File: src/rtcaw_defs.svh
// register map, field positions, reset values and timing counts
`ifndef RTCAW_DEFS_SVH
`define RTCAW_DEFS_SVH

// ------------------------------------------------------------
// register addresses
// ------------------------------------------------------------
`define RTCAW_ADDR_HUND     8'h00
`define RTCAW_ADDR_SEC      8'h01
`define RTCAW_ADDR_MIN      8'h02
`define RTCAW_ADDR_HOUR     8'h03
`define RTCAW_ADDR_DAY      8'h04
`define RTCAW_ADDR_DATE     8'h05
`define RTCAW_ADDR_MONTH    8'h06
`define RTCAW_ADDR_YEAR     8'h07
`define RTCAW_ADDR_CAL      8'h08
`define RTCAW_ADDR_WDOG     8'h09
`define RTCAW_ADDR_ALM_MON  8'h0a
`define RTCAW_ADDR_ALM_SEC  8'h0e
`define RTCAW_ADDR_FLAGS    8'h0f
`define RTCAW_ADDR_SQW      8'h13

// ------------------------------------------------------------
// bit positions
// ------------------------------------------------------------
`define RTCAW_ST_BIT    7
`define RTCAW_CEB_BIT   7
`define RTCAW_CB_BIT    6
`define RTCAW_OUT_BIT   7
`define RTCAW_FT_BIT    6
`define RTCAW_OSCFAIL_IRQ_ENABLE_BIT  7
`define RTCAW_AFE_BIT   7
`define RTCAW_SQUARE_WAVE_ENABLE_BIT  6
`define RTCAW_ABE_BIT   5
`define RTCAW_HT_BIT    6
`define RTCAW_RPT_BIT   7
`define RTCAW_RPT5_BIT  6
`define RTCAW_WDF_BIT   7
`define RTCAW_AF_BIT    6
`define RTCAW_BL_BIT    4
`define RTCAW_OF_BIT    2
`define RTCAW_MULT_HI   6
`define RTCAW_MULT_LO   2
`define RTCAW_RES_HI    1
`define RTCAW_RES_LO    0
`define RTCAW_RS_HI     7
`define RTCAW_RS_LO     4

// ------------------------------------------------------------
// alarm bank indices and bcd compare masks
// ------------------------------------------------------------
`define RTCAW_ALM_N        5
`define RTCAW_IDX_MON      3'h0
`define RTCAW_IDX_DATE     3'h1
`define RTCAW_IDX_HOUR     3'h2
`define RTCAW_IDX_MIN      3'h3
`define RTCAW_IDX_SEC      3'h4
`define RTCAW_MSK_SEC      8'h7f
`define RTCAW_MSK_HOUR     8'h3f
`define RTCAW_MSK_DATE     8'h3f
`define RTCAW_MSK_MON      8'h1f

// ------------------------------------------------------------
// reset values and timing
// ------------------------------------------------------------
`define RTCAW_CAL_RST      8'h80
`define RTCAW_WDOG_RST     8'h00
`define RTCAW_ALM_RST      8'h00
`define RTCAW_ALM_HOUR_RST 8'h40
`define RTCAW_SQW_RST      8'h00
`define RTCAW_OSC_HZ       32768
`define RTCAW_WD_UNIT_OSC  (`RTCAW_OSC_HZ / 16)
`define RTCAW_WD_CNT_W     23
`define RTCAW_DIV_W        15
`define RTCAW_FT_DIV_BIT   5
`define RTCAW_RS_FULL      4'h1
`define RTCAW_SYNC_W       4
`define RTCAW_PWRUP_DLY    2'h3
`define RTCAW_PWRUP_CHK    2'h1

`endif

File: src/rtcaw_pkg.sv
// types shared by the alarm, watchdog and output control block
package rtcaw_pkg;

  // current time from the timekeeping counters, bcd
  typedef struct packed {
    logic [7:0] year;
    logic [7:0] month;
    logic [7:0] date;
    logic [7:0] day;
    logic [7:0] hour;
    logic [7:0] min;
    logic [7:0] sec;
    logic [7:0] hund;
  } rtcaw_time_t;

  // register access from the serial framing logic
  typedef struct packed {
    logic       rd;
    logic       wr;
    logic [7:0] ptr;
    logic [7:0] wdata;
  } rtcaw_bus_t;

  // alarm repeat modes
  typedef enum logic [2:0] {
    RPT_SEC   = 3'b000,
    RPT_MIN   = 3'b001,
    RPT_HOUR  = 3'b010,
    RPT_DAY   = 3'b011,
    RPT_MONTH = 3'b100,
    RPT_YEAR  = 3'b101
  } rtcaw_rpt_t;

endpackage

File: src/rtcaw_ctrl.sv
// alarm, watchdog, square wave, flags and shared event pin control
//
// Behaviour
// - alarm settings held at 0ah through 0eh
// - repeat bits select second to yearly
// - undefined repeat codes act once per second
// - match sets alarm flag, drives pin
// - pointer on flags defers alarm pin
// - flags read clears alarm flag, pin
// - backup alarm needs both enables set
// - watchdog multiplier and resolution fields
// - timeout is multiplier times resolution unit
// - watchdog write restarts the timeout
// - zero write releases pin, disables watchdog
// - flags read clears watchdog flag
// - watchdog beats frequency test on pin
// - rate code selects square wave frequency
// - square wave shown only while enabled
// - century bit toggles when enabled
// - battery check sets low flag
// - oscillator fail flag set conditions
// - oscillator fail flag held until cleared
// - oscillator fail interrupt cleared by writes
// - idle pin follows output level bit
// - power-on defaults of control bits
// - time bcd, control bytes plain binary
// - frequency test toggles pin at 512hz
`include "rtcaw_defs.svh"
module rtcaw_ctrl #(
  parameter int unsigned WD_UNIT_OSC = `RTCAW_WD_UNIT_OSC
) (
  input  wire logic                 clock_i,
  input  wire logic                 rstn_i,
  input  wire logic                 osc_32k_i,
  input  wire logic                 batt_low_i,
  input  wire logic                 backup_mode_i,
  input  wire logic                 osc_fail_det_i,
  input  wire rtcaw_pkg::rtcaw_bus_t  bus_i,
  input  wire rtcaw_pkg::rtcaw_time_t time_i,
  input  wire logic                 sec_tick_i,
  input  wire logic                 century_roll_i,
  input  wire logic                 batt_check_i,
  output logic [7:0]                rd_data_o,
  output logic                      event_pin_o,
  output logic                      event_pin_oe_n_o,
  output logic                      osc_halt_o,
  output logic                      century_flag_o,
  output logic                      halt_update_o
);
  import rtcaw_pkg::*;

  // ------------------------------------------------------------
  // helpers
  // ------------------------------------------------------------
  localparam logic [`RTCAW_WD_CNT_W-1:0] WD_UNIT = `RTCAW_WD_CNT_W'(WD_UNIT_OSC);

  function automatic logic is_alarm_addr(input logic [7:0] ptr);
    is_alarm_addr = (ptr >= `RTCAW_ADDR_ALM_MON) && (ptr <= `RTCAW_ADDR_ALM_SEC);
  endfunction

  function automatic logic [2:0] alarm_idx(input logic [7:0] ptr);
    logic [7:0] diff;
    diff = ptr - `RTCAW_ADDR_ALM_MON;
    alarm_idx = diff[2:0];
  endfunction

  // five repeat bits to mode; any other code falls back to per second
  function automatic rtcaw_rpt_t rpt_decode(input logic [4:0] rpt);
    case (rpt)
      5'b11111: rpt_decode = RPT_SEC;
      5'b11110: rpt_decode = RPT_MIN;
      5'b11100: rpt_decode = RPT_HOUR;
      5'b11000: rpt_decode = RPT_DAY;
      5'b10000: rpt_decode = RPT_MONTH;
      5'b00000: rpt_decode = RPT_YEAR;
      default:  rpt_decode = RPT_SEC;
    endcase
  endfunction

  // timeout length in oscillator cycles: multiplier times 4**res units
  function automatic logic [`RTCAW_WD_CNT_W-1:0] wd_limit(input logic [4:0] mult,
                                                      input logic [1:0] res);
    logic [`RTCAW_WD_CNT_W-1:0] unit;
    unit = WD_UNIT << {res, 1'b0};
    wd_limit = `RTCAW_WD_CNT_W'(unit * mult);
  endfunction

  // ------------------------------------------------------------
  // input synchronisation and oscillator edge
  // ------------------------------------------------------------
  logic [`RTCAW_SYNC_W-1:0] sync_s;
  logic                     osc_prev_r;
  logic                     osc_s;
  logic                     batt_low_s;
  logic                     backup_s;
  logic                     osc_fail_s;
  logic                     osc_tick;

  rtcaw_sync u_sync (
    .clock_i (clock_i),
    .rstn_i  (rstn_i),
    .async_i ({osc_fail_det_i, backup_mode_i, batt_low_i, osc_32k_i}),
    .sync_o  (sync_s)
  );

  assign osc_s      = sync_s[0];
  assign batt_low_s = sync_s[1];
  assign backup_s   = sync_s[2];
  assign osc_fail_s = sync_s[3];

  // edge of the synchronised oscillator; a stopped oscillator gives no ticks
  always_ff @(posedge clock_i or negedge rstn_i)
  begin
    if (!rstn_i)
      osc_prev_r <= 1'b0;
    else
      osc_prev_r <= osc_s;
  end

  logic st_r;
  assign osc_tick = osc_s & ~osc_prev_r & ~st_r;

  // ------------------------------------------------------------
  // register storage
  // ------------------------------------------------------------
  logic [7:0] cal_r;
  logic [7:0] wd_r;
  logic [7:0] sqw_r;
  logic [7:0] alm_r [`RTCAW_ALM_N];
  logic       ceb_r;
  logic       cb_r;
  logic       wr_sec;
  logic       wr_hour;
  logic       wr_cal;
  logic       wr_wd;
  logic       wr_flags;
  logic       rd_flags;

  assign wr_sec   = bus_i.wr && (bus_i.ptr == `RTCAW_ADDR_SEC);
  assign wr_hour  = bus_i.wr && (bus_i.ptr == `RTCAW_ADDR_HOUR);
  assign wr_cal   = bus_i.wr && (bus_i.ptr == `RTCAW_ADDR_CAL);
  assign wr_wd    = bus_i.wr && (bus_i.ptr == `RTCAW_ADDR_WDOG);
  assign wr_flags = bus_i.wr && (bus_i.ptr == `RTCAW_ADDR_FLAGS);
  assign rd_flags = bus_i.rd && (bus_i.ptr == `RTCAW_ADDR_FLAGS);

  // plain binary control bytes; power-on leaves the output level high
  always_ff @(posedge clock_i or negedge rstn_i)
  begin
    if (!rstn_i)
    begin
      cal_r <= `RTCAW_CAL_RST;
      wd_r  <= `RTCAW_WDOG_RST;
      sqw_r <= `RTCAW_SQW_RST;
    end
    else
    begin
      if (wr_cal)
        cal_r <= bus_i.wdata;
      if (wr_wd)
        wd_r <= bus_i.wdata;
      if (bus_i.wr && (bus_i.ptr == `RTCAW_ADDR_SQW))
        sqw_r <= {bus_i.wdata[`RTCAW_RS_HI:`RTCAW_RS_LO], 4'h0};
    end
  end

  // alarm bank; the hour slot also carries the halt update bit
  always_ff @(posedge clock_i or negedge rstn_i)
  begin
    if (!rstn_i)
    begin
      for (int i = 0; i < `RTCAW_ALM_N; i++)
        alm_r[i] <= `RTCAW_ALM_RST;
      alm_r[`RTCAW_IDX_HOUR] <= `RTCAW_ALM_HOUR_RST;
    end
    else if (bus_i.wr && is_alarm_addr(bus_i.ptr))
      alm_r[alarm_idx(bus_i.ptr)] <= bus_i.wdata;
  end

  // stop bit and century pair; a rollover is applied after a same-cycle write
  always_ff @(posedge clock_i or negedge rstn_i)
  begin
    if (!rstn_i)
    begin
      st_r  <= 1'b1;
      ceb_r <= 1'b0;
      cb_r  <= 1'b0;
    end
    else
    begin
      if (wr_sec)
        st_r <= bus_i.wdata[`RTCAW_ST_BIT];
      if (wr_hour)
      begin
        ceb_r <= bus_i.wdata[`RTCAW_CEB_BIT];
        cb_r  <= bus_i.wdata[`RTCAW_CB_BIT] ^ (century_roll_i & bus_i.wdata[`RTCAW_CEB_BIT]);
      end
      else if (century_roll_i && ceb_r)
        cb_r <= ~cb_r;
    end
  end

  // ------------------------------------------------------------
  // alarm match and flag
  // ------------------------------------------------------------
  rtcaw_rpt_t rpt_mode;
  logic       m_sec;
  logic       m_min;
  logic       m_hour;
  logic       m_date;
  logic       m_mon;
  logic       alarm_hit;
  logic       af_r;

  assign rpt_mode = rpt_decode({alm_r[`RTCAW_IDX_DATE][`RTCAW_RPT5_BIT],
                                alm_r[`RTCAW_IDX_DATE][`RTCAW_RPT_BIT],
                                alm_r[`RTCAW_IDX_HOUR][`RTCAW_RPT_BIT],
                                alm_r[`RTCAW_IDX_MIN][`RTCAW_RPT_BIT],
                                alm_r[`RTCAW_IDX_SEC][`RTCAW_RPT_BIT]});

  // bcd fields compared with the control bits masked off
  assign m_sec  = (alm_r[`RTCAW_IDX_SEC] & `RTCAW_MSK_SEC) == (time_i.sec & `RTCAW_MSK_SEC);
  assign m_min  = (alm_r[`RTCAW_IDX_MIN] & `RTCAW_MSK_SEC) == (time_i.min & `RTCAW_MSK_SEC);
  assign m_hour = (alm_r[`RTCAW_IDX_HOUR] & `RTCAW_MSK_HOUR) == (time_i.hour & `RTCAW_MSK_HOUR);
  assign m_date = (alm_r[`RTCAW_IDX_DATE] & `RTCAW_MSK_DATE) == (time_i.date & `RTCAW_MSK_DATE);
  assign m_mon  = (alm_r[`RTCAW_IDX_MON] & `RTCAW_MSK_MON) == (time_i.month & `RTCAW_MSK_MON);

  // matches are judged only on the second tick, so each match fires once
  always_comb
  begin
    unique case (rpt_mode)
      RPT_SEC:   alarm_hit = sec_tick_i;
      RPT_MIN:   alarm_hit = sec_tick_i & m_sec;
      RPT_HOUR:  alarm_hit = sec_tick_i & m_sec & m_min;
      RPT_DAY:   alarm_hit = sec_tick_i & m_sec & m_min & m_hour;
      RPT_MONTH: alarm_hit = sec_tick_i & m_sec & m_min & m_hour & m_date;
      RPT_YEAR:  alarm_hit = sec_tick_i & m_sec & m_min & m_hour & m_date & m_mon;
      default:   alarm_hit = 1'b0;
    endcase
  end

  // a new match wins over a flags read in the same cycle
  always_ff @(posedge clock_i or negedge rstn_i)
  begin
    if (!rstn_i)
      af_r <= 1'b0;
    else if (alarm_hit)
      af_r <= 1'b1;
    else if (rd_flags)
      af_r <= 1'b0;
  end

  // ------------------------------------------------------------
  // watchdog
  // ------------------------------------------------------------
  logic [`RTCAW_WD_CNT_W-1:0] wd_cnt_r;
  logic [`RTCAW_WD_CNT_W-1:0] wd_cnt_inc;
  logic [4:0]                 wd_mult;
  logic                       wd_timeout;
  logic                       wd_irq_r;
  logic                       wdf_r;

  assign wd_mult    = wd_r[`RTCAW_MULT_HI:`RTCAW_MULT_LO];
  assign wd_cnt_inc = wd_cnt_r + 1'b1;
  assign wd_timeout = osc_tick && !wr_wd && !wd_irq_r && (wd_mult != 5'h00) &&
                      (wd_cnt_inc == wd_limit(wd_mult, wd_r[`RTCAW_RES_HI:`RTCAW_RES_LO]));

  // counter parks after a timeout until a zero write to the register clears the interrupt
  always_ff @(posedge clock_i or negedge rstn_i)
  begin
    if (!rstn_i)
      wd_cnt_r <= '0;
    else if (wr_wd)
      wd_cnt_r <= '0;
    else if (wd_timeout)
      wd_cnt_r <= '0;
    else if (osc_tick && !wd_irq_r && (wd_mult != 5'h00))
      wd_cnt_r <= wd_cnt_inc;
  end

  // only a zero write releases the pin; a zero multiplier also stops counting
  always_ff @(posedge clock_i or negedge rstn_i)
  begin
    if (!rstn_i)
      wd_irq_r <= 1'b0;
    else if (wr_wd && (bus_i.wdata == 8'h00))
      wd_irq_r <= 1'b0;
    else if (wd_timeout)
      wd_irq_r <= 1'b1;
  end

  always_ff @(posedge clock_i or negedge rstn_i)
  begin
    if (!rstn_i)
      wdf_r <= 1'b0;
    else if (wd_timeout)
      wdf_r <= 1'b1;
    else if (rd_flags)
      wdf_r <= 1'b0;
  end

  // ------------------------------------------------------------
  // battery low and oscillator fail flags
  // ------------------------------------------------------------
  logic [1:0] pwrup_cnt_r;
  logic       bl_r;
  logic       of_r;

  // power-up check waits for the synchroniser to fill
  always_ff @(posedge clock_i or negedge rstn_i)
  begin
    if (!rstn_i)
      pwrup_cnt_r <= `RTCAW_PWRUP_DLY;
    else if (pwrup_cnt_r != 2'h0)
      pwrup_cnt_r <= pwrup_cnt_r - 2'h1;
  end

  // requested checks only run on main supply, the power-up check always; the flag holds between checks
  always_ff @(posedge clock_i or negedge rstn_i)
  begin
    if (!rstn_i)
      bl_r <= 1'b0;
    else if ((pwrup_cnt_r == `RTCAW_PWRUP_CHK) || (batt_check_i && !backup_s))
      bl_r <= batt_low_s;
  end

  // set conditions win over a clearing write
  always_ff @(posedge clock_i or negedge rstn_i)
  begin
    if (!rstn_i)
      of_r <= 1'b1;
    else if (st_r || osc_fail_s)
      of_r <= 1'b1;
    else if (wr_flags && !bus_i.wdata[`RTCAW_OF_BIT])
      of_r <= 1'b0;
  end

  // ------------------------------------------------------------
  // square wave divider
  // ------------------------------------------------------------
  logic [`RTCAW_DIV_W-1:0] div_r;
  logic [3:0]              rate;
  logic [3:0]              rate_idx;
  logic                    sqw_lvl;

  always_ff @(posedge clock_i or negedge rstn_i)
  begin
    if (!rstn_i)
      div_r <= '0;
    else if (osc_tick)
      div_r <= div_r + 1'b1;
  end

  // code 1 passes the oscillator itself, code n taps divider stage n-1
  assign rate     = sqw_r[`RTCAW_RS_HI:`RTCAW_RS_LO];
  assign rate_idx = rate - `RTCAW_RS_FULL;
  assign sqw_lvl  = (rate == `RTCAW_RS_FULL) ? osc_s : div_r[rate_idx];

  // ------------------------------------------------------------
  // shared event pin
  // ------------------------------------------------------------
  logic afe;
  logic square_wave_enable;
  logic abe;
  logic oscfail_irq_enable;
  logic alarm_act;
  logic irq_any;
  logic drive_low;
  logic pin_drive_r;

  assign afe  = alm_r[`RTCAW_IDX_MON][`RTCAW_AFE_BIT];
  assign square_wave_enable = alm_r[`RTCAW_IDX_MON][`RTCAW_SQUARE_WAVE_ENABLE_BIT];
  assign abe  = alm_r[`RTCAW_IDX_MON][`RTCAW_ABE_BIT];
  assign oscfail_irq_enable = wd_r[`RTCAW_OSCFAIL_IRQ_ENABLE_BIT];

  // alarm request waits while the pointer rests on the flags register
  assign alarm_act = af_r && afe && !square_wave_enable &&
                     (bus_i.ptr != `RTCAW_ADDR_FLAGS) &&
                     (!backup_s || abe);
  assign irq_any   = alarm_act | wd_irq_r | (oscfail_irq_enable & of_r);

  // priority: backup, square wave, interrupts, test, output level
  always_comb
  begin
    drive_low = 1'b0;
    if (backup_s)
      drive_low = alarm_act;
    else if (square_wave_enable)
      drive_low = (rate != 4'h0) && !sqw_lvl;
    else if (irq_any)
      drive_low = 1'b1;
    else if (afe || (wd_r != 8'h00) || oscfail_irq_enable)
      drive_low = 1'b0;
    else if (cal_r[`RTCAW_FT_BIT])
      drive_low = !st_r && !div_r[`RTCAW_FT_DIV_BIT];
    else
      drive_low = !cal_r[`RTCAW_OUT_BIT];
  end

  // registered so the pin never glitches through the mux
  always_ff @(posedge clock_i or negedge rstn_i)
  begin
    if (!rstn_i)
      pin_drive_r <= 1'b0;
    else
      pin_drive_r <= drive_low;
  end

  // ------------------------------------------------------------
  // read data
  // ------------------------------------------------------------
  logic [7:0] rd_nxt;
  logic [7:0] flags;
  logic [7:0] rd_data_r;

  always_comb
  begin
    flags                  = 8'h00;
    flags[`RTCAW_WDF_BIT]  = wdf_r;
    flags[`RTCAW_AF_BIT]   = af_r;
    flags[`RTCAW_BL_BIT]   = bl_r;
    flags[`RTCAW_OF_BIT]   = of_r;
  end

  // reserved and unmapped locations read as zero
  always_comb
  begin
    rd_nxt = 8'h00;
    if (is_alarm_addr(bus_i.ptr))
      rd_nxt = alm_r[alarm_idx(bus_i.ptr)];
    else
      case (bus_i.ptr)
        `RTCAW_ADDR_HUND:  rd_nxt = time_i.hund;
        `RTCAW_ADDR_SEC:   rd_nxt = {st_r, time_i.sec[6:0]};
        `RTCAW_ADDR_MIN:   rd_nxt = time_i.min;
        `RTCAW_ADDR_HOUR:  rd_nxt = {ceb_r, cb_r, time_i.hour[5:0]};
        `RTCAW_ADDR_DAY:   rd_nxt = time_i.day;
        `RTCAW_ADDR_DATE:  rd_nxt = time_i.date;
        `RTCAW_ADDR_MONTH: rd_nxt = time_i.month;
        `RTCAW_ADDR_YEAR:  rd_nxt = time_i.year;
        `RTCAW_ADDR_CAL:   rd_nxt = cal_r;
        `RTCAW_ADDR_WDOG:  rd_nxt = wd_r;
        `RTCAW_ADDR_FLAGS: rd_nxt = flags;
        `RTCAW_ADDR_SQW:   rd_nxt = sqw_r;
        default:           rd_nxt = 8'h00;
      endcase
  end

  // data captured on the read strobe and held until the next read
  always_ff @(posedge clock_i or negedge rstn_i)
  begin
    if (!rstn_i)
      rd_data_r <= 8'h00;
    else if (bus_i.rd)
      rd_data_r <= rd_nxt;
  end

  // ------------------------------------------------------------
  // outputs
  // ------------------------------------------------------------
  assign rd_data_o        = rd_data_r;
  assign event_pin_o      = 1'b0;
  assign event_pin_oe_n_o = ~pin_drive_r;
  assign osc_halt_o       = st_r;
  assign century_flag_o   = cb_r;
  assign halt_update_o    = alm_r[`RTCAW_IDX_HOUR][`RTCAW_HT_BIT];

endmodule // rtcaw_ctrl

File: src/rtcaw_sync.sv
// two-flop synchroniser for the asynchronous inputs
`include "rtcaw_defs.svh"
module rtcaw_sync (
  input  wire logic                     clock_i,
  input  wire logic                     rstn_i,
  input  wire logic [`RTCAW_SYNC_W-1:0] async_i,
  output logic      [`RTCAW_SYNC_W-1:0] sync_o
);

  logic [`RTCAW_SYNC_W-1:0] meta_r;

  // first stage feeds only the second stage
  always_ff @(posedge clock_i or negedge rstn_i)
  begin
    if (!rstn_i)
    begin
      meta_r <= '0;
      sync_o <= '0;
    end
    else
    begin
      meta_r <= async_i;
      sync_o <= meta_r;
    end
  end

endmodule // rtcaw_sync

File: config.mk
export PLATFORM = sky130hd
export DESIGN_NAME = rtcaw_ctrl
export DESIGN_NICKNAME = d
export VERILOG_FILES = /design/src/rtcaw_pkg.sv /design/src/rtcaw_ctrl.sv /design/src/rtcaw_sync.sv
export VERILOG_INCLUDE_DIRS = /design/src
export SDC_FILE = /design/constraint.sdc
export NUM_CORES = 1
export LEC_CHECK = 0
export BUFFER_PORTS_ARGS = -buffer_cell sky130_fd_sc_hd__clkbuf_2
export CORE_MARGIN = 2
export CORE_UTILIZATION = 40
export DETAILED_ROUTE_END_ITERATION = 16
export GPL_TIMING_DRIVEN = 0
export PLACE_DENSITY = 0.72
export SETUP_SLACK_MARGIN = 0.02
export SYNTH_ARGS = -nofsm -noshare
export SYNTH_HDL_FRONTEND = slang
export SYNTH_SLANG_ARGS = --single-unit
File: constraint.sdc
create_clock -name clock_i -period 4 [get_ports clock_i]
set_input_delay 0.4 -clock clock_i [delete_from_list [all_inputs] [get_ports clock_i]]
set_output_delay 0.4 -clock clock_i [all_outputs]
set_load 0.005 [all_outputs]
-- Word level (Yosys, flattened, before mapping)
Index checks and enable logic that the tools add are counted.
- bits in registers: 126
- bits in latches: 0
- memories kept: 0
- output and inout port bits: 13
- bits in writable memories: 0
- bits in read-only memories: 0
- bitwise logic cells: 17
- multiply operators: 1
- reductions and logical operators: 54
- muxes and demuxes: 30
- add/subtract/negate cells: 5
- shifts and indexed selects: 1
- equality and inequality tests: 29
- magnitude comparators: 5
- divide/modulo/power cells: 0
- operators by type and width (operator ; number):
    8-bit one-hot mux with 12 select lines ; 1
    23-bit 2-to-1 mux ; 3
    40-bit bitwise mux ; 1
    8-bit by 3-bit equality test with 1-bit output, second input constant ; 4
    8-bit 2-to-1 mux ; 4
    1-bit logical AND ; 26
    8-bit binary-select mux with 3-bit select ; 1
    8-bit demux with 3-bit select ; 1
    8-bit by 4-bit equality test with 1-bit output, second input constant ; 3
    23-bit by 1-bit adder with 23-bit output, second input constant ; 1
    23-bit equality test ; 1
    23-bit by 5-bit multiplier with 23-bit output ; 1
    12-bit by 3-bit << shifter with 23-bit output, first input constant ; 1
    5-bit equality test, second input constant ; 4
    8-bit by 2-bit equality test with 1-bit output, second input constant ; 2
    8-bit zero test ; 2
    1-bit 2-to-1 mux ; 16
    15-bit by 1-bit adder with 15-bit output, second input constant ; 1
    3-bit one-hot mux with 5 select lines ; 1
    7-bit equality test ; 2
    6-bit equality test ; 2
    2-bit nonzero test ; 6
    1-bit bitwise AND ; 9
    1-bit zero test ; 9
    other kinds (30) ; 40

-- Longest topological paths before layout
Gate-level depths: netlist of the first run.
- depth after elaboration: 9
- gate-level depth with buffers: 17
- depth with buffers taken out: 15

-- Cells and area by module
A second synthesis of the first run with hierarchy kept.
- cell total of the unflattened synthesis: 861
- area, all modules: 8150.3 sq um
- by module, submodules not included (module ; instances ; area each (sq um) ; cells each):
    rtcaw_ctrl ; 1 ; 7950.1 ; 853
    rtcaw_sync ; 1 ; 200.2 ; 8

-- Worst setup path before layout of the first run
No wires, ideal clock.
- path type: register to register
- start: register wd_r[0]
- end: register wd_cnt_r[20]
- slack: 0.150 ns
- arrival: 3.732 ns
- data required time: 3.881 ns
- clock period less this slack: 3.850 ns
- path buffers: 2
- setup time: 0.119 ns
- cell stages (with the launch flop): 16
- path through: dfrtp_1 -> clkbuf_1 -> nor2b_1 -> and2_1 -> ha_1 -> fa_1 -> fa_1 -> ha_1 -> a31o_2 -> and3_1 -> nor3_1 -> o211ai_1 -> or4_4 -> o21ai_2 -> buf_6 -> nor2_1
- cells in the longest elaborated chain, start to end: 6
- ends and longest elaborated chain (item ; RTL line ; RTL):
    from (decl) ; rtcaw_ctrl.sv:127 ; logic [7:0] wd_r;
    from (signal assigned) ; rtcaw_ctrl.sv:152 ; wd_r <= `RTCAW_WDOG_RST;
    from (signal assigned) ; rtcaw_ctrl.sv:160 ; wd_r <= bus_i.wdata;
    12-bit by 3-bit << shifter with 23-bit output (*) ; rtcaw_ctrl.sv:84 ; unit = WD_UNIT << {res, 1'b0};
    23-bit by 5-bit multiplier with 23-bit output (*) ; rtcaw_ctrl.sv:85 ; wd_limit = `RTCAW_WD_CNT_W'(unit * mult);
    23-bit equality test (*) ; rtcaw_ctrl.sv:265 ; (wd_cnt_inc == wd_limit(wd_mult, wd_r[`RTCAW_RES_HI:`RTCAW_RES_LO]));
    1-bit logical AND (*) ; rtcaw_ctrl.sv:264 ; assign wd_timeout = osc_tick && !wr_wd && !wd_irq_r && (wd_mult != 5'h00) &&
    23-bit 2-to-1 mux ; rtcaw_ctrl.sv:274 ; else if (wd_timeout)
    23-bit 2-to-1 mux ; rtcaw_ctrl.sv:272 ; else if (wr_wd)
    to (signal assigned) ; rtcaw_ctrl.sv:277 ; wd_cnt_r <= wd_cnt_inc;
    to (decl) ; rtcaw_ctrl.sv:255 ; logic [`RTCAW_WD_CNT_W-1:0] wd_cnt_r;
Mark *: on every way between the ends. The rest lies on a longest branch, timed or not.
A chain may end at the register's enable or synchronous reset.

-- Final worst setup path of the first run
Same ends and word-level chain as after synthesis.

==> summary.txt, run 1 <==
Run status
  • Status: finished clean

Placement
  • HPWL after detailed placement: approximately 17000 um
  • Gpl congestion: slightly below 1
  • DP Area: 0.00889 mm2
  • # port buffers: 94

Job
  • Max Cap Viol: 0

Synth
  • Synthesis warning total: 0
  • Syn Inst Count: approximately 830
  • Asr flop ratio synth: 100%
  • Syn_nets: 947
  • Post-synthesis sequential area ratio: 39.3%
  • Prevailing post-synth register cell: dfrtp_1
  • Avg Cell Area, Syn: slightly below 10 um2
  • Netlist Area Pre-Place: 0.00805 mm2
  • Post-synth cell types: 70
  • Post-synth EDFFs: 0
  • Synthesized flop and latch total: 126

STA
  • Layout Skew: 0.00636 ns
  • Tcrit/Tclk final: 96.2%
  • Worst-margin pin slew: around 1.3 ns
  • Final Hold Vio Count: 0
  • Slew Limit Fails: 0
  • Tmin final: 3.85 ns
  • Max-Slew Margin vs Limit: 9.78%
  • Max Clock Freq: 260 MHz
  • Setup violators final: 0
  • RSZ-0062 raised after global routing: no

Pwr
  • LEAKAGE: 4.40 nW
  • Pwr/cell area: 406 mW/mm2
  • VDD IR max: 0.261 mV
  • Tot Pwr: 0.00391 W

Worst setup path
  • Reg2reg path depth: 16
  • CP endpoint kind: flip-flop
  • Element type at the critical path start: flip-flop
  • Req. time, crit path: ~4.3 ns
  • R2r startpoint: wd_r[0]$_DFFE_PN0P_
  • Arr. time, crit path: 4.16 ns
  • WS Path Type: flip-flop to flip-flop
  • Worst r2r dst: wd_cnt_r[20]$_DFFE_PN0P_
  • R2R setup slack: 0.15 ns
  • Max FO, Critical Path: 5

Min path
  • HP Start: osc_32k_i
  • Worst Hold Path Cells: 1
  • Hold Path End: u_sync.meta_r[0]$_DFF_PN0_
  • Worst Hold Class: primary input to flip-flop

Detailed routing
  • Vias per cell: 5.64
  • Routed wire per std cell: 18.9 um
  • Routed WL: between 20000 and 25000 um
  • DRT iter0 DRCs: 560
  • DR pass1 iterations: 7
  • Via count: 6911
  • Antenna Nets Post-Route: 0
  • # DRC: 0

Clock tree
  • H-tree depth: 4
  • Clock tree buffer depth: 2
  • Skew-Pair Late Insertion Delay: 0.43 ns
  • TritonCTS clock tree: built
  • Num CTS Buffers: 17
  • Clock sinks: 126
  • Worst-path clk slew: 0.06 ns
  • Root buf cell: clkbuf_16

Finish
  • Ant. Diodes: 0
  • Area Overhead vs Synth: 19.7%
  • Share of layout cells above drive strength 1: 25.6%
  • Finished Cell Area: 0.00963 mm2
  • Nets: 1067

Global route
  • First-pass GRT wire length: 36600 um
  • Gr usage total: 22.0%
  • Initial antenna violation count: 0
  • Largest net degree at the start of global routing: 102
  • Grt total ovfl: 0
  • Vias in the first global route: 6903

Die
  • Die width: between 100 and 150 um
  • Die Ht: 146 um
  • Starting Density: approximately 41%
  • FP Rows: 51
  • I/O Pins: 104
  • Core box area: about 0.02 mm2
  • DIE AREA: between 0.02 and 0.025 mm2
-- placed cells by master (no fill, tap or decap), types with 5 or more instances in the layout --
master,netlist,routed
o21ai_0,18,18
nand4_1,17,17
a31oi_1,15,14
ha_1,24,22
xor2_1,45,45
clkbuf_16,0,17
inv_6,0,8
nor3_1,18,17
a21oi_1,32,29
clkbuf_2,2,95
mux2i_1,10,10
nor2_1,70,70
a221oi_1,9,9
mux4_2,8,8
dfstp_2,6,6
dfrtp_1,120,118
nor4_1,11,11
clkbuf_1,29,27
nand2_1,94,94
nand3_1,20,20
buf_4,1,7
and2_1,18,18
buf_2,7,7
a41oi_1,5,5
nor3b_1,5,5
a222oi_1,5,5
o22ai_1,6,6
inv_1,24,24
mux2_2,57,57
and3_1,23,23
xnor2_1,51,51
-- sequential cells by signal, summed over array words and instances (netlist names), 2 cells and up --
name and flops:
alm_r 37, cal_r 8, div_r 15, pwrup_cnt_r 2, rd_data_o 8, sqw_r 4, u_sync.meta_r 4, u_sync.sync_o 4
wd_cnt_r 23, wd_r 8
-- routing by layer --
metal	global-route usage, %	wire length [um]	up-vias
li1	-	-	3202
met1	28.7	9880	3386
met2	34.2	10700	252
met3	5.61	1610	71
met4	10.5	923	0
met5	0	0	-
-- cells in the mapped netlist, types with 5 or more instances --
| master | count | area (um2) |
|---|---|---|
| mux4_2 | 8 | 180 |
| o21ai_0 | 18 | 90.1 |
| dfstp_2 | 6 | 158 |
| a222oi_1 | 5 | 50.1 |
| clkbuf_1 | 29 | 109 |
| o22ai_1 | 6 | 37.5 |
| nand2_1 | 94 | 353 |
| mux2_2 | 57 | 642 |
| nor3b_1 | 5 | 37.5 |
| nor2_1 | 70 | 263 |
| nand3_1 | 20 | 100 |
| nor3_1 | 18 | 90.1 |
| nand4_1 | 17 | 106 |
| xor2_1 | 45 | 394 |
| and2_1 | 18 | 113 |
| buf_2 | 7 | 35.0 |
| xnor2_1 | 51 | 447 |
| ha_1 | 24 | 300 |
| inv_1 | 24 | 90.1 |
| and3_1 | 23 | 144 |
| a21oi_1 | 32 | 160 |
| a221oi_1 | 9 | 78.8 |
| a31oi_1 | 15 | 93.8 |
| nor4_1 | 11 | 68.8 |
| a41oi_1 | 5 | 43.8 |
| mux2i_1 | 10 | 100 |
| dfrtp_1 | 120 | 3000 |
-- report_power, final --
part           switching [W]  leakage, nW  internal, W
registers           0.000127         1.63      0.00141
logic               0.000463         2.47     0.000322
clock network       0.000633        0.300     0.000956
-- layout make-up --
class / count / area (um2)
Timing Repair Buffer: 103 / 573
Clock inverter: 14 / 168
Clock buffer: 18 / 439
Fill cell: 1836 / 9960
Sequential cell: 126 / 3160
Multi-Input combinational cell: 634 / 4690
Buffer: 42 / 180
Inverter: 24 / 90.1
Tap cell: 265 / 332
-- through the flow --
stage | hold slack [ns] | TNS, ns | util [%] | instances | setup WS, ns
after floorplan | 0.104 | 0 | - | 828 | 0.150
after global placement | 0.333 | -3.14 | 45.2 | 1187 | -0.285
after detailed placement | 0.300 | -3.86 | 45.4 | 1188 | -0.349
after CTS | 0.0658 | 0 | 48.7 | 1222 | 0.0210
after global routing | 0.0669 | 0 | 49.2 | 1226 | 0.0105
final | 0.0795 | 0 | 49.2 | 1226 | 0.153
-- worst max-delay path by stage --
stage,from,endpoint,slack [ns],cells after the start
final,wd_r[0]$_DFFE_PN0P_,wd_cnt_r[20]$_DFFE_PN0P_,0.15,16
after global routing,wd_r[0]$_DFFE_PN0P_,wd_cnt_r[20]$_DFFE_PN0P_,0.01,16
after CTS,wd_r[0]$_DFFE_PN0P_,wd_cnt_r[20]$_DFFE_PN0P_,0.02,15
after detailed placement,wd_r[1]$_DFFE_PN0P_,wd_cnt_r[20]$_DFFE_PN0P_,-0.35,16
after global placement,wd_r[1]$_DFFE_PN0P_,wd_cnt_r[20]$_DFFE_PN0P_,-0.29,16
after floorplan,wd_r[0]$_DFFE_PN0P_,wd_cnt_r[20]$_DFFE_PN0P_,0.15,15
-- repair_timing --
| action | in CTS | in global routing |
|---|---|---|
| cloned | 0 | 1 |
| endpoints found under the setup margin | 16 | 12 |
| pin swaps | 0 | 6 |
| hold buffers | 1 | 0 |
| endpoints found under the hold margin | 25 | 0 |
| setup buffers | 3 | 3 |
| resized for setup | 4 | 15 |
-- critical path, stage by stage, from the launching register on --
cell      delay [ns]
dfrtp_2         0.42
nor2b_4         0.14
and2_1          0.15
ha_1            0.27
inv_1           0.05
fa_1            0.54
inv_1           0.05
ha_2            0.18
a21o_1          0.17
a31o_4          0.24
and3_1          0.19
nor3_2          0.17
o211ai_1        0.13
or4_4           0.56
o21ai_4         0.26
buf_6           0.15
nor2_1          0.05
-- logic make-up (layout without fill, tap and decap cells) --
family / after synthesis / in the layout / share of synthesized area, %
AND/OR/NAND/NOR: 308 / 308 / 19.9
adder cells (fa/ha/maj): 28 / 28 / 4.72
AO/OA/AOI/OAI: 125 / 125 / 10.5
XOR/XNOR: 97 / 97 / 10.7
multiplexers: 75 / 75 / 11.5
buffers and inverters: 68 / 201 / 3.45
other: 1 / 1 / 0.0466
flip-flops: 126 / 126 / 39.3
Note: power is estimated with default switching activity, not from simulation.
==> run 2, diff against run 1 <==
ABC_AREA = 1   (was not set)
PLACE_DENSITY = 0.7   (was 0.72)
SYNTH_HIERARCHICAL = 1   (was not set)
clock period = 4.5 ns   (was 4 ns; I/O delays follow)
==> run 2 against run 1 <==
  * Clock skew up 0.0099 ns
  * Sequential cell count is the same
  * Count of clock-buffer cells in the layout did not move
  * Critical path type unchanged
  * Highest routed layer unchanged
==> summary.txt, run 2 <==
STA
  • Setup WS post-layout: 0.909 ns (+0.756 ns)
  • Tcrit/Tclk final: 79.8% (-16 points)
  • Max Clock Freq: 278 MHz (+7.1%)
  • RSZ-0062 raised after global routing: no
  • Worst-margin pin slew: 0.999 ns (-0.342 ns)
  • Max-Slew Margin vs Limit: 32.9% (+23 points)
  • Layout Skew: 0.0163 ns (+0.00990 ns)
  • Final setup TNS: 0 ns (unchanged)
  • Slew Limit Fails: 0 (unchanged)
  • Setup violators final: 0 (unchanged)
  • Final Hold Vio Count: 0 (unchanged)
  • Tmin final: 3.59 ns (-0.256 ns)

Pwr
  • Pwr/cell area: 303 mW/mm2 (-25%)
  • VDD IR max: 0.217 mV (-17%)
  • LEAKAGE: 5.03 nW (+14%)

Placement
  • Gpl congestion: 0.950 (-3.8%)
  • Post-place setup slack: 0.930 ns (+1.28 ns)
  • DP Area: 0.00933 mm2 (+5.0%)
  • # port buffers: 98 (+4.3%)
  • HPWL after detailed placement: 19500 um (+12%)

Synth
  • Syn Inst Count: 1206 (+46%)
  • Prevailing post-synth register cell: dfrtp_1
  • Avg Cell Area, Syn: 7.01 um2 (-28%)
  • Synth top area cells: dfrtp_1, nand2_1, inv_1, o21ai_0, nor2_1
  • Post-synth EDFFs: 0 (unchanged)
  • Netlist Area Pre-Place: 0.00846 mm2 (+5.1%)
  • Asr flop ratio synth: 100% (unchanged)
  • Syn_nets: 1325 (+40%)
  • Post-synth cell types: 47 (-33%)
  • Top-area cell type share of the netlist area: 35.5% (-1.8 points)
  • Most numerous cell in the Yosys netlist: nand2_1
  • Post-synthesis sequential area ratio: 37.4% (-1.9 points)
  • Synthesized flop and latch total: 126 (unchanged)
  • Yosys top cell by area: dfrtp_1
  • Synthesis warning total: 6 (+6)
  • Synth cell count leaders: nand2_1, inv_1, nor2_1, dfrtp_1, o21ai_0

Clock tree
  • Post-CTS Hold Buffers: 1 (unchanged)
  • Num CTS Buffers: 17 (unchanged)
  • H-tree depth: 4 (unchanged)
  • TritonCTS clock tree: built
  • Post-CTS setup buffers: 0 (-3)
  • Root buf cell: clkbuf_16
  • PostCTS Resize Cnt: 0 (-4)
  • Clock sinks: 126 (unchanged)
  • Worst-path clk slew: 0.06 ns (about the same)
  • Skew-Pair Late Insertion Delay: 0.43 ns (about the same)
  • Clock tree buffer depth: 2 (unchanged)

Die
  • FP Rows: 53 (+3.9%)
  • DIE AREA: 0.0223 mm2 (+4.9%)
  • Die Ht: 149 um (+2.4%)
  • Die width: 149 um (+2.4%)
  • Core box area: 0.0209 mm2 (+6.6%)
  • I/O Pins: 104 (unchanged)
  • Starting Density: 40.5% (-0.60 points)

Detailed routing
  • Via count: 8336 (+21%)
  • Routed wire per std cell: 15.6 um (-17%)
  • Vias per cell: 5.17 (-8.3%)
  • DRT iter0 DRCs: 534 (-4.6%)
  • Routed WL: 25200 um (+8.9%)
  • # DRC: 0 (unchanged)
  • DR pass1 iterations: 5 (-2)
  • Antenna Nets Post-Route: 0 (unchanged)

Finish
  • Biggest regs: alm_r x37, wd_cnt_r x23, div_r x15
  • Finished Cell Area: 0.00993 mm2 (+3.0%)
  • Commonest cells after routing, fill and taps aside: nand2_1, inv_1, nor2_1
  • Largest register by flop count: alm_r
  • Nets: 1444 (+35%)
  • Final cell utilization of the core: 47.5% (-1.7 points)
  • Max FFs per register: 37 (unchanged)
  • Area Overhead vs Synth: 17.4%
  • Ant. Diodes: 0 (unchanged)
  • Commonest non-fill, non-tap cell in the layout: nand2_1
  • Share of layout cells above drive strength 1: 13.8% (-12 points)

Worst setup path
  • Arr. time, crit path: 3.90 ns (-0.26 ns)
  • Element type at the critical path start: flip-flop
  • CP peak stage delay: 0.45 ns (-0.11 ns)
  • Slowest cell on the critical path: dfrtp_1
  • WS Path Type: flip-flop to flip-flop
  • CP endpoint kind: flip-flop
  • Max FO, Critical Path: 10 (+5)
  • Worst-path cell chain: nor2_1 -> inv_1 -> nor2_1 -> ha_1 -> fa_1 -> fa_1 -> ha_1 -> nand2_1 -> inv_1 -> nand3_1 -> nand2_1 -> nand2_1 -> nand2_1 -> nand3_1 -> nand2_1 -> nor2_1 -> nand2_1 -> nor2_2 -> nand2_2 -> buf_6 -> nand2_1 -> nand2_1
  • Req. time, crit path: 4.81 ns (+0.50 ns)
  • Most frequent CP cell: nand2_1

Global route
  • Gr usage total: 23.3% (+1.3 points)
  • Initial antenna violation count: 0 (unchanged)
  • Grt total ovfl: 0 (unchanged)
  • Vias in the first global route: 7878 (+14%)
  • Largest net degree at the start of global routing: 111 (+8.8%)
  • First-pass GRT wire length: 40200 um (+10%)

Min path
  • Worst Hold Class: primary input to flip-flop

Job
  • Max Cap Viol: 0 (unchanged)

Run status
  • Status: finished clean
[run 2: cell count changes after synthesis, moves of 10 or more]
| cell | delta |
|---|---|
| clkbuf_1 | -22 |
| a31oi_1 | -10 |
| o22ai_1 | +14 |
| mux2_2 | -54 |
| xor2_1 | -11 |
| nor2_1 | +55 |
| nand3_1 | +64 |
| mux2i_1 | -10 |
| and2_1 | -18 |
| nand2_1 | +251 |
| xnor2_1 | -34 |
| o21ai_0 | +85 |
| inv_1 | +137 |
| and3_1 | -22 |
[run 2: worst max-delay path: cells and delay by family (launching register included)]
kind | cells | cell delay (ns)
adder cells (fa/ha/maj) | 4 | 1.39
buffers and inverters | 3 | 0.39
flip-flops | 1 | 0.45
AND/OR/NAND/NOR | 15 | 1.24
[run 2: cell type report]
class	count	area, um2
fill	2111	11000
tap	275	344
timing repair buffer	100	537
clock buffer	18	429
multi-input combinational	895	4580
clock inverter	14	159
inverter	166	623
sequential	126	3160
buffer	19	93.8
[run 2: cells by family (layout without fill, tap and decap cells)]
| logic type | count (synthesis) | count (layout) | share of synthesized area [%] |
|---|---|---|---|
| mux | 3 | 3 | 0.399 |
| other cells | 1 | 1 | 0.0443 |
| fa+ha+maj | 28 | 28 | 4.50 |
| flops | 126 | 126 | 37.4 |
| buf+inv | 185 | 317 | 8.48 |
| simple gates | 622 | 622 | 31.4 |
| xor+xnor | 51 | 51 | 5.28 |
| compound gates | 190 | 190 | 12.5 |
[run 2: path summary, 6_finish.rpt]
kind,from,end,slack [ns],cells after the start
max in group asynchronous,rstn_i,alm_r[10]$_DFFE_PN0P_,3.25,3
worst min register to register,u_sync/meta_r[3]$_DFF_PN0_,u_sync/sync_o[3]$_DFF_PN0_,0.35,0
worst max-delay path,wd_r[0]$_DFFE_PN0P_,wd_cnt_r[22]$_DFFE_PN0P_,0.91,22
worst max register to register,wd_r[0]$_DFFE_PN0P_,wd_cnt_r[22]$_DFFE_PN0P_,0.91,22
min in group asynchronous,rstn_i,wd_cnt_r[16]$_DFFE_PN0P_,0.45,2
worst min-delay path,backup_mode_i,u_sync/meta_r[2]$_DFF_PN0_,0.13,1
[run 2: per-stage QoR]
step                instances  power [W]  hold WS (ns)
floorplan                1206    0.00146         0.154
global placement         1579    0.00161         0.333
detailed placement       1580    0.00163         0.330
global route             1613    0.00312         0.118
CTS                      1613    0.00302         0.119
finish                   1613    0.00301         0.131
[run 2: per-layer routing]
layer	GRT usage, %	up-vias	wire length, um
met3	5.06	46	1670
met1	31.9	3875	11300
met4	7.10	0	587
met5	0	-	0
met2	37.2	292	11700
li1	-	4123	-
[run 2: power by group]
part           internal [W]  switching [W]  leakage [nW]  total, W
clock              0.000827       0.000569         0.288   0.00140
combinational      0.000135       0.000205          3.08  0.000340
sequential          0.00120      0.0000677          1.66   0.00127
==> run 3, diff against run 2 <==
clock period = 3.5 ns   (was 4.5 ns; I/O delays follow)
==> run 3 against run 2 <==
  * Total power grew 29%
  * Largest cell class unchanged
  * Critical path depth grew 1
  * Register-to-register slack lost 0.69 ns
  * Clock skew shrank 0.00078 ns
  * Sequential cell count is the same
  * Sequential share of layout area shrank 0.19 points
  * Final area grew 0.64%
==> summary.txt, run 3 (synthesis results as in run 2) <==
Global route
  • Gr usage total: 23.4% (+0.034 points)
  • Initial antenna violation count: 0 (unchanged)
  • Grt total ovfl: 0 (unchanged)
  • Vias in the first global route: 7884 (+0.076%)
  • Largest net degree at the start of global routing: 111 (unchanged)
  • First-pass GRT wire length: 40300 um (+0.12%)

Worst setup path
  • CP peak stage delay: 0.42 ns (-0.03 ns)
  • Slowest cell on the critical path: fa_2
  • R2r startpoint: wd_r[1]$_DFFE_PN0P_
  • WS Path Type: flip-flop to flip-flop
  • Crit path max-delay family: adder cells
  • Crit path from: wd_r[1]$_DFFE_PN0P_
  • CP endpoint kind: flip-flop
  • Worst-path cell chain: inv_1 -> nand2_2 -> nor2_1 -> ha_1 -> fa_2 -> fa_2 -> ha_4 -> nand2_1 -> nor2_1 -> nand2_1 -> nand2_1 -> nand2_1 -> nand2_2 -> inv_1 -> nand2_1 -> nand2_1 -> inv_1 -> nand3_1 -> nor2_2 -> nand2_2 -> buf_4 -> nand2_1 -> nand2_1
  • Most frequent CP cell: nand2_1
  • Req. time, crit path: 3.80 ns (-1.01 ns)
  • R2R setup slack: 0.22 ns (-0.69 ns)
  • Arr. time, crit path: 3.58 ns (-0.32 ns)
  • Element type at the critical path start: flip-flop
  • Max FO, Critical Path: 5 (-5)
  • Worst path bufs/invs: 4 (+1)

Finish
  • Ant. Diodes: 0 (unchanged)
  • Commonest cells after routing, fill and taps aside: nand2_1, inv_1, nor2_1
  • Largest register by flop count: alm_r
  • Nets: 1447 (+0.21%)
  • Area Overhead vs Synth: 18.1%
  • Share of layout cells above drive strength 1: 15.1% (+1.3 points)
  • Biggest regs: alm_r x37, wd_cnt_r x23, div_r x15
  • Final cell utilization of the core: 47.8% (+0.31 points)
  • Commonest non-fill, non-tap cell in the layout: nand2_1
  • Max FFs per register: 37 (unchanged)

STA
  • Tmin final: 3.28 ns (-0.310 ns)
  • RSZ-0062 raised after global routing: no
  • Slew Limit Fails: 0 (unchanged)
  • Setup violators final: 0 (unchanged)
  • Layout Skew: 0.0155 ns (-0.000778 ns)
  • Tcrit/Tclk final: 93.7% (+14 points)
  • Max Clock Freq: 305 MHz (+9.5%)
  • Min Hold Slack: 0.0305 ns (-0.101 ns)
  • Worst-margin pin slew: 0.982 ns (-0.0171 ns)
  • Max-Slew Margin vs Limit: 34.1% (+1.2 points)
  • Final setup TNS: 0 ns (unchanged)
  • Final Hold Vio Count: 0 (unchanged)
  • Setup WS post-layout: 0.220 ns (-0.690 ns)

Min path
  • Worst Hold Class: primary input to flip-flop
  • HP Start: backup_mode_i

Die
  • I/O Pins: 104 (unchanged)
  • Die Ht: 149 um (unchanged)
  • Die width: 149 um (unchanged)
  • Starting Density: 40.5% (unchanged)
  • FP Rows: 53 (unchanged)
  • Core box area: 0.0209 mm2 (unchanged)
  • DIE AREA: 0.0223 mm2 (unchanged)

Clock tree
  • TritonCTS clock tree: built
  • Root buf cell: clkbuf_16
  • Worst-path clk slew: 0.06 ns (about the same)
  • Clock sinks: 126 (unchanged)
  • Skew-Pair Late Insertion Delay: 0.43 ns (about the same)
  • Num CTS Buffers: 17 (unchanged)
  • H-tree depth: 4 (unchanged)
  • Clock tree buffer depth: 2 (unchanged)

Pwr
  • VDD IR max: 0.280 mV (+29%)
  • LEAKAGE: 5.03 nW (about the same)
  • Pwr/cell area: 388 mW/mm2 (+28%)
  • Tot Pwr: 0.00387 W (+29%)

Job
  • Max Cap Viol: 0 (unchanged)

Placement
  • # port buffers: 98 (unchanged)
  • HPWL after detailed placement: 19500 um (unchanged)
  • Gpl congestion: 0.950 (unchanged)
  • Post-place setup slack: -0.0697 ns (-1.00 ns)

Detailed routing
  • DRT iter0 DRCs: 606 (+13%)
  • Antenna Nets Post-Route: 0 (unchanged)
  • Vias per cell: 5.21 (+0.76%)
  • Routed wire per std cell: 15.7 um (+0.31%)
  • DR pass1 iterations: 5 (unchanged)
  • # DRC: 0 (unchanged)
  • Via count: 8415 (+0.95%)
  • Routed WL: 25400 um (+0.50%)

Run status
  • Status: finished clean
[run 3: changes by cell type in the layout (fill, tap and decap cells not counted), sizes merged]
cell  previous run  this run
buf             13        16
[run 3: worst paths after layout]
path,depth (start not counted),end
max reg2reg,23,wd_cnt_r[11]$_DFFE_PN0P_
min in group asynchronous,2,wd_cnt_r[19]$_DFFE_PN0P_
min,1,u_sync/meta_r[2]$_DFF_PN0_
max in group asynchronous,3,alm_r[12]$_DFFE_PN0P_
min reg2reg,0,u_sync/sync_o[3]$_DFF_PN0_
max,23,wd_cnt_r[11]$_DFFE_PN0P_
[run 3: layout make-up]
type | count | area (um2)
plain buffers | 19 | 93.8
clock inverters | 14 | 159
fillers | 2103 | 10900
repair buffers | 103 | 559
flip-flops and latches | 126 | 3160
well taps | 275 | 344
inverters | 166 | 623
clock buffers | 18 | 429
multi-input cells | 895 | 4620
[run 3: layer usage]
layer,global-route usage [%],vias up,wire (um)
met5,0,-,0
met4,7.14,0,545
met3,5.06,44,1980
met2,37.2,327,11800
met1,31.9,3904,11000
li1,-,4140,-
[run 3: repair_timing]
| action | in CTS | in global routing |
|---|---|---|
| resized for setup | 3 | 12 |
| buffers inserted | 0 | 3 |
| pin swaps | 0 | 2 |
| hold buffers | 1 | 0 |
| setup endpoints to repair | 10 | 16 |
| endpoints found under the hold margin | 16 | 0 |
[run 3: per-stage QoR]
step / area (um2) / instances
floorplan: 8460 / 1206
global placement: 9290 / 1579
detailed placement: 9330 / 1580
CTS: 9940 / 1613
global route: 9990 / 1616
finish: 9990 / 1616
[run 3: power by group]
| part | switching [W] | internal, W |
|---|---|---|
| combinational | 0.000264 | 0.000175 |
| sequential | 0.0000874 | 0.00154 |
| clock | 0.000736 | 0.00106 |
